## src/reset_startup_pkg.sv

```systemverilog
// constants for the reset pin and clock start-up block
package reset_startup_pkg;
   // register byte addresses
   localparam logic [7:0] ADDR_SYSTEM_OPTIONS = 8'h00;
   localparam logic [7:0] ADDR_RESET_CAUSE = 8'h04;
   localparam logic [7:0] ADDR_CAUSE_MASK = 8'h08;
   localparam logic [7:0] ADDR_DEBUG_FORCE = 8'h0c;
   localparam logic [7:0] ADDR_CLOCK_CTRL = 8'h10;
   localparam logic [7:0] ADDR_PORT_CTRL = 8'h14;
   // system options fields
   localparam int OPT_RESET_PIN_EN = 0;
   localparam int OPT_DEBUG_PIN_EN = 1;
   localparam logic [1:0] OPT_RESET_VALUE = 2'h2;
   // reset cause fields
   localparam int CAUSE_W = 4;
   localparam int CAUSE_POWER_ON = 0;
   localparam int CAUSE_PIN = 1;
   localparam int CAUSE_WATCHDOG = 2;
   localparam int CAUSE_DEBUG_FORCE = 3;
   localparam logic [3:0] CAUSE_RESET_VALUE = 4'h1;
   localparam logic [3:0] MASK_RESET_VALUE = 4'h0;
   // debug force field
   localparam int FORCE_BIT = 0;
   // clock control fields
   localparam int CLK_EXTERNAL_SEL = 0;
   localparam int CLK_WDOG_LPO_SEL = 1;
   localparam int CLK_RTC_LPO_SEL = 2;
   localparam logic [2:0] CLK_RESET_VALUE = 3'h0;
   // port control fields
   localparam int PORT_DATA = 0;
   localparam int PORT_DIR = 1;
   localparam int PORT_LEVEL = 2;
   localparam logic [1:0] PORT_RESET_VALUE = 2'h0;
   // timing
   localparam int CORE_PERIOD_NS = 5;
   localparam int BUS_DIVIDE = 2;
   localparam int PIN_DRIVE_BUS_CYCLES = 66;
   localparam int PIN_DRIVE_CYCLES = PIN_DRIVE_BUS_CYCLES * BUS_DIVIDE;
   localparam int POR_HOLD_CYCLES = 16;
   localparam int COUNT_W = 8;
   localparam int LPO_PERIOD_NS = 1000000;
   localparam int LPO_DIV_CYCLES = LPO_PERIOD_NS / CORE_PERIOD_NS;
   localparam int LPO_COUNT_W = 18;
endpackage

```

## src/pin_sync.sv

```systemverilog
// two-flop synchroniser for pin levels
`timescale 1ns/10ps
module pin_sync #(
   parameter int W = 1,
   parameter logic [W-1:0] INIT = '1
) (
   input wire logic core_clk,
   input wire logic rst_n,
   input wire logic [W-1:0] async_in,
   output logic [W-1:0] sync_out
);
   logic [W-1:0] meta_q;
   logic [W-1:0] sync_q;

   always_ff @(posedge core_clk or negedge rst_n) begin
      if (!rst_n) begin
         meta_q <= INIT;
         sync_q <= INIT;
      end else begin
         meta_q <= async_in;
         sync_q <= meta_q;
      end
   end

   assign sync_out = sync_q;
endmodule

```

## src/tick_divider.sv

```systemverilog
// free-running divider giving a one-cycle tick every div_cycles
`timescale 1ns/10ps
module tick_divider #(
   parameter int CW = 18
) (
   input wire logic core_clk,
   input wire logic rst_n,
   input wire logic [CW-1:0] div_cycles,
   output logic tick
);
   logic [CW-1:0] count_q;
   logic [CW-1:0] count_d;
   logic tick_q;
   logic wrap;

   assign wrap = (count_q >= div_cycles - CW'(1));
   assign count_d = wrap ? '0 : count_q + CW'(1);

   always_ff @(posedge core_clk or negedge rst_n) begin
      if (!rst_n) begin
         count_q <= '0;
         tick_q <= 1'b0;
      end else begin
         count_q <= count_d;
         tick_q <= wrap;
      end
   end

   assign tick = tick_q;
endmodule

```

## src/reset_pin_and_clock_startup.sv

```systemverilog
// reset pin control, reset cause, debug mode entry and clock start-up
//
// The implementer's own choices: the placing of the registers and the APB slave port.
`timescale 1ns/10ps
// Functional notes
// - after power-on pin is port bit
// - enable bit makes open-drain reset pin
// - external low on enabled pin resets
// - non-power-on reset drives enabled reset pin 66 bus cycles
// - reset cause recorded in cause register
// - pin reset always ends in user mode
// - debug mode via power-on or forced reset
// - internal clock selected after every reset
// - bus clock is half generator output
// - independent 1 kHz low-power tick
// - debug pin enable set after every reset
// - floating mode pin gives normal mode
module reset_pin_and_clock_startup #(
   parameter int LPO_DIV = reset_startup_pkg::LPO_DIV_CYCLES
) (
   input wire logic core_clk,
   input wire logic rst_n,
   // apb slave
   input wire logic psel,
   input wire logic penable,
   input wire logic pwrite,
   input wire logic [7:0] paddr,
   input wire logic [31:0] pwdata,
   output logic [31:0] prdata,
   output logic pready,
   output logic pslverr,
   // shared reset / port pin
   input wire logic port_a_bit_five_in,
   output logic port_a_bit_five_out,
   output logic port_a_bit_five_oe_n,
   // mode select pin, sampled only
   input wire logic mode_select_pin_in,
   // internal requests, same clock
   input wire logic watchdog_reset_req,
   input wire logic debug_access,
   // system outputs
   output logic sys_rst_n,
   output logic background_debug_mode,
   output logic debug_pin_enable,
   output logic clock_internal_sel,
   output logic bus_clk,
   output logic low_power_osc_tick,
   output logic watchdog_lpo_sel,
   output logic rtc_lpo_sel,
   output logic irq
);
   // ==========================================================
   // types and declarations
   typedef enum logic [2:0] {
      ST_POWER_ON,
      ST_DRIVE,
      ST_RELEASE,
      ST_RUN
   } seq_state_t;

   seq_state_t state_q, state_d;
   logic [reset_startup_pkg::COUNT_W-1:0] count_q, count_d;
   logic [1:0] options_q;
   logic [reset_startup_pkg::CAUSE_W-1:0] cause_q, cause_d;
   logic [reset_startup_pkg::CAUSE_W-1:0] mask_q;
   logic [reset_startup_pkg::CAUSE_W-1:0] kind_q, kind_d;
   logic [2:0] clk_ctrl_q;
   logic clk_int_q;
   logic [1:0] port_q;
   logic [31:0] prdata_q;
   logic pready_q;
   logic pslverr_q;
   logic pin_out_q;
   logic pin_oe_n_q;
   logic sys_rst_n_q;
   logic debug_mode_q;
   logic bus_clk_q;
   logic lpo_tick_q;
   logic irq_q;
   logic pin_level;
   logic mode_level;
   logic lpo_tick_raw;

   // ==========================================================
   // pin synchronisers
   pin_sync #(
      .W(1),
      .INIT(1'b1)
   ) u_pin_sync (
      .core_clk(core_clk),
      .rst_n(rst_n),
      .async_in(port_a_bit_five_in),
      .sync_out(pin_level)
   );

   pin_sync #(
      .W(1),
      .INIT(1'b1)
   ) u_mode_sync (
      .core_clk(core_clk),
      .rst_n(rst_n),
      .async_in(mode_select_pin_in),
      .sync_out(mode_level)
   );

   // ==========================================================
   // low-power 1 kHz tick
   tick_divider #(
      .CW(reset_startup_pkg::LPO_COUNT_W)
   ) u_lpo_div (
      .core_clk(core_clk),
      .rst_n(rst_n),
      .div_cycles(reset_startup_pkg::LPO_COUNT_W'(LPO_DIV)),
      .tick(lpo_tick_raw)
   );

   // ==========================================================
   // apb decode
   wire setup_phase = psel & ~penable;
   wire access_done = psel & penable & pready_q;
   wire wr_en = access_done & pwrite;
   wire rd_en = access_done & ~pwrite;
   wire sel_options = (paddr == reset_startup_pkg::ADDR_SYSTEM_OPTIONS);
   wire sel_cause = (paddr == reset_startup_pkg::ADDR_RESET_CAUSE);
   wire sel_mask = (paddr == reset_startup_pkg::ADDR_CAUSE_MASK);
   wire sel_force = (paddr == reset_startup_pkg::ADDR_DEBUG_FORCE);
   wire sel_clock = (paddr == reset_startup_pkg::ADDR_CLOCK_CTRL);
   wire sel_port = (paddr == reset_startup_pkg::ADDR_PORT_CTRL);
   wire addr_hit = sel_options | sel_cause | sel_mask | sel_force | sel_clock | sel_port;
   wire reset_pin_mode = options_q[reset_startup_pkg::OPT_RESET_PIN_EN];
   wire in_run = (state_q == ST_RUN);

   // reset triggers while running
   wire pin_trigger = in_run & reset_pin_mode & ~pin_level;
   wire wdog_trigger = in_run & watchdog_reset_req;
   wire force_trigger = in_run & wr_en & sel_force & debug_access
      & pwdata[reset_startup_pkg::FORCE_BIT];
   wire any_trigger = pin_trigger | wdog_trigger | force_trigger;

   wire [31:0] read_mux =
      sel_options ? {30'h0, options_q} :
      sel_cause ? {28'h0, cause_q} :
      sel_mask ? {28'h0, mask_q} :
      sel_clock ? {29'h0, clk_ctrl_q} :
      sel_port ? {29'h0, pin_level, port_q} :
      32'h0;

   // ==========================================================
   // reset sequencer
   always_comb begin
      state_d = state_q;
      count_d = count_q;
      kind_d = kind_q;
      unique case (state_q)
         ST_POWER_ON: begin
            if (count_q == reset_startup_pkg::COUNT_W'(reset_startup_pkg::POR_HOLD_CYCLES - 1)) begin
               state_d = ST_RUN;
               count_d = '0;
            end else begin
               count_d = count_q + reset_startup_pkg::COUNT_W'(1);
            end
         end
         ST_DRIVE: begin
            if (count_q == reset_startup_pkg::COUNT_W'(reset_startup_pkg::PIN_DRIVE_CYCLES - 1)) begin
               state_d = ST_RELEASE;
               count_d = '0;
            end else begin
               count_d = count_q + reset_startup_pkg::COUNT_W'(1);
            end
         end
         ST_RELEASE: begin
            // wait out the pin's own low pulse before running again
            if (!reset_pin_mode || pin_level) begin
               state_d = ST_RUN;
            end
         end
         ST_RUN: begin
            if (any_trigger) begin
               state_d = ST_DRIVE;
               count_d = '0;
               kind_d = '0;
               kind_d[reset_startup_pkg::CAUSE_PIN] = pin_trigger;
               kind_d[reset_startup_pkg::CAUSE_WATCHDOG] = ~pin_trigger & wdog_trigger;
               kind_d[reset_startup_pkg::CAUSE_DEBUG_FORCE] = ~pin_trigger & ~wdog_trigger;
            end
         end
      endcase
   end

   always_ff @(posedge core_clk or negedge rst_n) begin
      if (!rst_n) begin
         state_q <= ST_POWER_ON;
         count_q <= '0;
         kind_q <= '0;
      end else begin
         state_q <= state_d;
         count_q <= count_d;
         kind_q <= kind_d;
      end
   end

   // ==========================================================
   // reset cause: set by new reset, cleared by read, set wins
   wire cause_rd_clr = rd_en & sel_cause;
   wire reset_done = (state_q != ST_RUN) & (state_d == ST_RUN);

   always_comb begin
      cause_d = cause_rd_clr ? '0 : cause_q;
      if (in_run && any_trigger) begin
         cause_d = kind_d;
      end
   end

   always_ff @(posedge core_clk or negedge rst_n) begin
      if (!rst_n) begin
         cause_q <= reset_startup_pkg::CAUSE_RESET_VALUE;
      end else begin
         cause_q <= cause_d;
      end
   end

   // ==========================================================
   // system options and mode capture
   always_ff @(posedge core_clk or negedge rst_n) begin
      if (!rst_n) begin
         options_q <= reset_startup_pkg::OPT_RESET_VALUE;
      end else if (in_run && any_trigger) begin
         // reset pin function survives every reset but power-on
         options_q[reset_startup_pkg::OPT_DEBUG_PIN_EN] <= 1'b1;
      end else if (wr_en && sel_options) begin
         options_q[reset_startup_pkg::OPT_DEBUG_PIN_EN] <=
            pwdata[reset_startup_pkg::OPT_DEBUG_PIN_EN];
         if (pwdata[reset_startup_pkg::OPT_RESET_PIN_EN]) begin
            options_q[reset_startup_pkg::OPT_RESET_PIN_EN] <= 1'b1;
         end
      end
   end

   // debug mode only from power-on or forced reset with mode pin low
   wire mode_entry = (state_q == ST_POWER_ON) | kind_q[reset_startup_pkg::CAUSE_DEBUG_FORCE];

   always_ff @(posedge core_clk or negedge rst_n) begin
      if (!rst_n) begin
         debug_mode_q <= 1'b0;
      end else if (reset_done) begin
         debug_mode_q <= mode_entry & ~mode_level;
      end
   end

   // ==========================================================
   // other software registers
   always_ff @(posedge core_clk or negedge rst_n) begin
      if (!rst_n) begin
         mask_q <= reset_startup_pkg::MASK_RESET_VALUE;
      end else if (wr_en && sel_mask) begin
         mask_q <= pwdata[reset_startup_pkg::CAUSE_W-1:0];
      end
   end

   always_ff @(posedge core_clk or negedge rst_n) begin
      if (!rst_n) begin
         clk_ctrl_q <= reset_startup_pkg::CLK_RESET_VALUE;
         clk_int_q <= ~reset_startup_pkg::CLK_RESET_VALUE[reset_startup_pkg::CLK_EXTERNAL_SEL];
      end else if (in_run && any_trigger) begin
         clk_ctrl_q <= reset_startup_pkg::CLK_RESET_VALUE;
         clk_int_q <= ~reset_startup_pkg::CLK_RESET_VALUE[reset_startup_pkg::CLK_EXTERNAL_SEL];
      end else if (wr_en && sel_clock) begin
         clk_ctrl_q <= pwdata[2:0];
         clk_int_q <= ~pwdata[reset_startup_pkg::CLK_EXTERNAL_SEL];
      end
   end

   always_ff @(posedge core_clk or negedge rst_n) begin
      if (!rst_n) begin
         port_q <= reset_startup_pkg::PORT_RESET_VALUE;
      end else if (in_run && any_trigger) begin
         port_q <= reset_startup_pkg::PORT_RESET_VALUE;
      end else if (wr_en && sel_port) begin
         port_q <= pwdata[1:0];
      end
   end

   // ==========================================================
   // apb answer: no wait states, error on unmapped address
   always_ff @(posedge core_clk or negedge rst_n) begin
      if (!rst_n) begin
         pready_q <= 1'b0;
         pslverr_q <= 1'b0;
         prdata_q <= 32'h0;
      end else begin
         pready_q <= setup_phase;
         pslverr_q <= setup_phase & ~addr_hit;
         if (setup_phase) begin
            prdata_q <= pwrite ? 32'h0 : read_mux;
         end
      end
   end

   // ==========================================================
   // pin drive, system reset, clocks and interrupt
   // registered output: low exactly while the state is drive, in reset pin mode
   wire driving = (state_d == ST_DRIVE);

   always_ff @(posedge core_clk or negedge rst_n) begin
      if (!rst_n) begin
         pin_out_q <= 1'b0;
         pin_oe_n_q <= 1'b1;
         sys_rst_n_q <= 1'b0;
         bus_clk_q <= 1'b0;
         lpo_tick_q <= 1'b0;
         irq_q <= 1'b0;
      end else begin
         if (reset_pin_mode) begin
            // open drain: only ever pulls low
            pin_out_q <= 1'b0;
            pin_oe_n_q <= ~driving;
         end else begin
            pin_out_q <= port_q[reset_startup_pkg::PORT_DATA];
            pin_oe_n_q <= ~port_q[reset_startup_pkg::PORT_DIR];
         end
         sys_rst_n_q <= (state_d == ST_RUN);
         bus_clk_q <= ~bus_clk_q;
         lpo_tick_q <= lpo_tick_raw;
         irq_q <= |(cause_d & mask_q);
      end
   end

   // ==========================================================
   // outputs
   assign prdata = prdata_q;
   assign pready = pready_q;
   assign pslverr = pslverr_q;
   assign port_a_bit_five_out = pin_out_q;
   assign port_a_bit_five_oe_n = pin_oe_n_q;
   assign sys_rst_n = sys_rst_n_q;
   assign background_debug_mode = debug_mode_q;
   assign debug_pin_enable = options_q[reset_startup_pkg::OPT_DEBUG_PIN_EN];
   assign clock_internal_sel = clk_int_q;
   assign bus_clk = bus_clk_q;
   assign low_power_osc_tick = lpo_tick_q;
   assign watchdog_lpo_sel = clk_ctrl_q[reset_startup_pkg::CLK_WDOG_LPO_SEL];
   assign rtc_lpo_sel = clk_ctrl_q[reset_startup_pkg::CLK_RTC_LPO_SEL];
   assign irq = irq_q;
endmodule

```

## config.mk

```make
export PLATFORM = sky130hd
export DESIGN_NAME = reset_pin_and_clock_startup
export DESIGN_NICKNAME = d
export VERILOG_FILES = /design/src/reset_startup_pkg.sv /design/src/pin_sync.sv /design/src/tick_divider.sv /design/src/reset_pin_and_clock_startup.sv
export SDC_FILE = /design/constraint.sdc
export NUM_CORES = 1
export LEC_CHECK = 0
export BUFFER_PORTS_ARGS = -buffer_cell sky130_fd_sc_hd__buf_4
export CELL_PAD_IN_SITES_DETAIL_PLACEMENT = 1
export CELL_PAD_IN_SITES_GLOBAL_PLACEMENT = 1
export CORE_ASPECT_RATIO = 1.5
export CORE_MARGIN = 2
export CORE_UTILIZATION = 39
export DETAILED_ROUTE_END_ITERATION = 7
export HOLD_SLACK_MARGIN = 0.05
export PLACE_DENSITY_LB_ADDON = 0.1
export SYNTH_ARGS = -nofsm -noshare
export SYNTH_HDL_FRONTEND = slang
export SYNTH_SLANG_ARGS = --single-unit
```

## constraint.sdc

```tcl
create_clock -name core_clk -period 2.7 [get_ports core_clk]
set_input_delay 0.135 -clock core_clk [delete_from_list [all_inputs] [get_ports core_clk]]
set_output_delay 0.135 -clock core_clk [all_outputs]
set_load 0.01 [all_outputs]
```

==> impl_metrics.yaml <==
drt:
  drtIter0Drc: 95
  viasPerCell: 5.25
  top_layer_used: "met4"
  avgRoutedWirePerCell_um: 16.3
  wirelength_um: 8360
  wl_met2_um: 4420
  drt-met1-wl_um: 3560
  drt_pass1_iterations: 4
  drc: 0
  num_vias: 2688
  ant_nets: 0
  met3_length_um: 202
critical_path:
  cp-start-kind: "register"
  required_ps: 2900
  ff2ff_setup_slack_ps: 320
  timing.rr.end: "count_q[3]"
  cp-endpoint: "count_q[3]"
  worstReg2RegStart: "count_q[0]"
  startpoint: "count_q[0]"
  r2r.worst_path.cells: 6
  worstPathArrival_ps: 2580
  crit_path_end_kind: "register"
  worstPathMaxFanout: 7
  path_class: "reg -> reg"
final_layout:
  final_common_cell: "dfrtp_1"
  fill_cells: 991
  layout_common_cells: "dfrtp_1, buf_4, nor2_1, conb_1, nand2_1"
  seqCellArea_mm2: 0.00161
  multi_input_area_mm2: 0.00160
  nets: 451
  antenna_cells: 0
  area_growth_syn_to_layout_pct: 18.9
  drive_gt1_frac: 0.207
run:
  maxCapViolCount: 0
timing:
  period_share: 0.880
  fin_ws_ps: 323
  final-setup-viol-count: 0
  final.setup.tns_ps: 0
  final.min_clock_period_ps: 2380
  timing.fmax_mhz: 421
  rsz0062_at_grt: "false"
  hold_viol_final: 0
  clock-skew-final_ps: 5.59
  worst_pin_slew_ps: 826
  relSlewSlack: 0.449
  drv_slew: 0
clocking:
  cts_root_buffer: "clkbuf_16"
  cts_max_path_buffers: 2
  cts_sinks: 64
  post_cts_buffers: 0
  clk_pin_slew_ps: 50
  cts_hold_buf: 5
  cts_tree: "yes"
  cts.htree.levels: 3
  clk_latency_ps: 330
  cts_inserted_buffers: 9
  post_cts_resized: 0
grt:
  grt_pass1_vias: 2766
  antenna_found_initial: 0
  grt_pass1_wl_um: 13600
  track_usage: 0.184
  grt_max_degree: 65
  gr-total-overflow: 0
synth:
  ys_ff_latch: 64
  synthCells: 353
  syn_avg_cell_area_um2: 9.71
  synth-warning-count: 0
  synth_edf_count: 0
  synthArstFlopShare: 1.00
  syn_area_mm2: 0.00343
  synth.distinct_cells: 63
  synth_ff_type: "dfrtp_1"
  yosysSeqAreaShare: 0.470
place:
  portBuffers: 37
  place_hpwl_um: 6010
  gp_congestion: 0.824
  place_ws_ps: 318
power:
  seq_power_share: 0.387
  vdd_drop_max_v: 0.000443
  sw_frac_of_total: 0.304
  internal_power_mw: 2.10
  leakage_nw: 1.90
  power.clock.fraction: 0.390
  powerDensity_mw_per_mm2: 739
  combPwrFrac: 0.222
  p_sw_mw: 0.914
die:
  row_count: 41
  die_w_um: 80.6
  core-area_mm2: 0.00846
  die_h_um: 119
  pin_count: 94
  dieArea_mm2: 0.00957
  initial_utilization: 0.405
worst_hold_path:
  worstHoldPathType: "in -> reg"
run_status:
  status: "completed"
-- worst max-delay path, stage by stage (launching register included) --
cell     delay [ps]
dfrtp_1         420
ha_1            210
or4b_1          580
o21ai_1         520
a21oi_1         180
nand2_1         230
o31ai_1         100
-- layer usage --
metal / GRT usage / vias to the layer above
met3: 0.0311 / 13
met4: 0.0763 / 0
li1: - / 1298
met1: 0.221 / 1343
met2: 0.319 / 34
met5: 0 / -
-- synth_stat cells (5+ instances only) --
cell type | count | area (µm²)
dfrtp_1 | 56 | 1400
nor2_1 | 36 | 135
buf_4 | 28 | 210
nand2_1 | 25 | 93.8
nand3_1 | 19 | 95.1
a21oi_1 | 17 | 85.1
o31ai_1 | 13 | 97.6
o21ai_0 | 12 | 60.1
inv_1 | 11 | 41.3
xor2_1 | 11 | 96.3
clkbuf_1 | 10 | 37.5
dfstp_2 | 8 | 210
mux2i_1 | 8 | 80.1
nand4_1 | 6 | 37.5
nand2b_1 | 5 | 31.3
-- cell type report --
type,count,area share
well taps,107,0.0329
multi-input cells,264,0.393
repair buffers,49,0.0933
clock buffers,14,0.0648
inverters,12,0.0111
clock inverters,2,0.00921
flip-flops and latches,64,0.395
-- power by group through the flow --
stage | clock [mW] | combinational (mW) | sequential (mW)
6_report | 1.17 | 0.670 | 1.17
5_1_grt | 1.23 | 0.757 | 1.18
4_1_cts | 1.20 | 0.676 | 1.17
3_5_place_dp | 0 | 0.664 | 1.18
3_3_place_gp | 0 | 0.649 | 1.18
2_1_floorplan | 0 | 0.454 | 1.16
-- state kept, by name, summed over array words and instances, names as in the netlist, 2 cells and up --
name,flops
cause_q,4
clk_ctrl_q,3
count_q,8
mask_q,4
options_q,2
port_q,2
prdata,4
state_q,3
u_lpo_div.count_q,18
-- worst min-delay path by stage --
| stage | start | end | cells past startpoint |
|---|---|---|---|
| finish | pwdata[2] | mask_q[2] | 2 |
| global route | pwdata[2] | mask_q[2] | 2 |
| CTS | pwdata[2] | mask_q[2] | 2 |
| detailed placement | mode_select_pin_in | u_mode_sync.meta_q | 1 |
| global placement | mode_select_pin_in | u_mode_sync.meta_q | 1 |
| floorplan | rst_n | background_debug_mode | 0 |
-- cells by family (layout without fill, tap and decap cells) --
group / after synthesis / after routing / share of synthesized area
AND/OR/NAND/NOR: 131 / 131 / 0.204
AO/OA/AOI/OAI: 76 / 76 / 0.151
flip-flops: 64 / 64 / 0.470
buffers and inverters: 52 / 77 / 0.0920
XOR/XNOR: 15 / 15 / 0.0383
multiplexers: 12 / 12 / 0.0365
adder cells (fa/ha/maj): 2 / 2 / 0.00730
other: 1 / 28 / 0.00109
-- through the flow --
stage                     cells  total power [mW]  utilization  instance area [µm²]  hold slack (ps)
final                       512              3.01        0.481                 4080             54.6
after global routing        512              3.17        0.481                 4080             57.3
after CTS                   512              3.04        0.481                 4080             51.5
after detailed placement    491              1.85        0.440                 3720              246
after global placement      491              1.83        0.440                 3720              245
after floorplan             380              1.62            -                 3530             -161
Power figures use the tool's default switching activity.
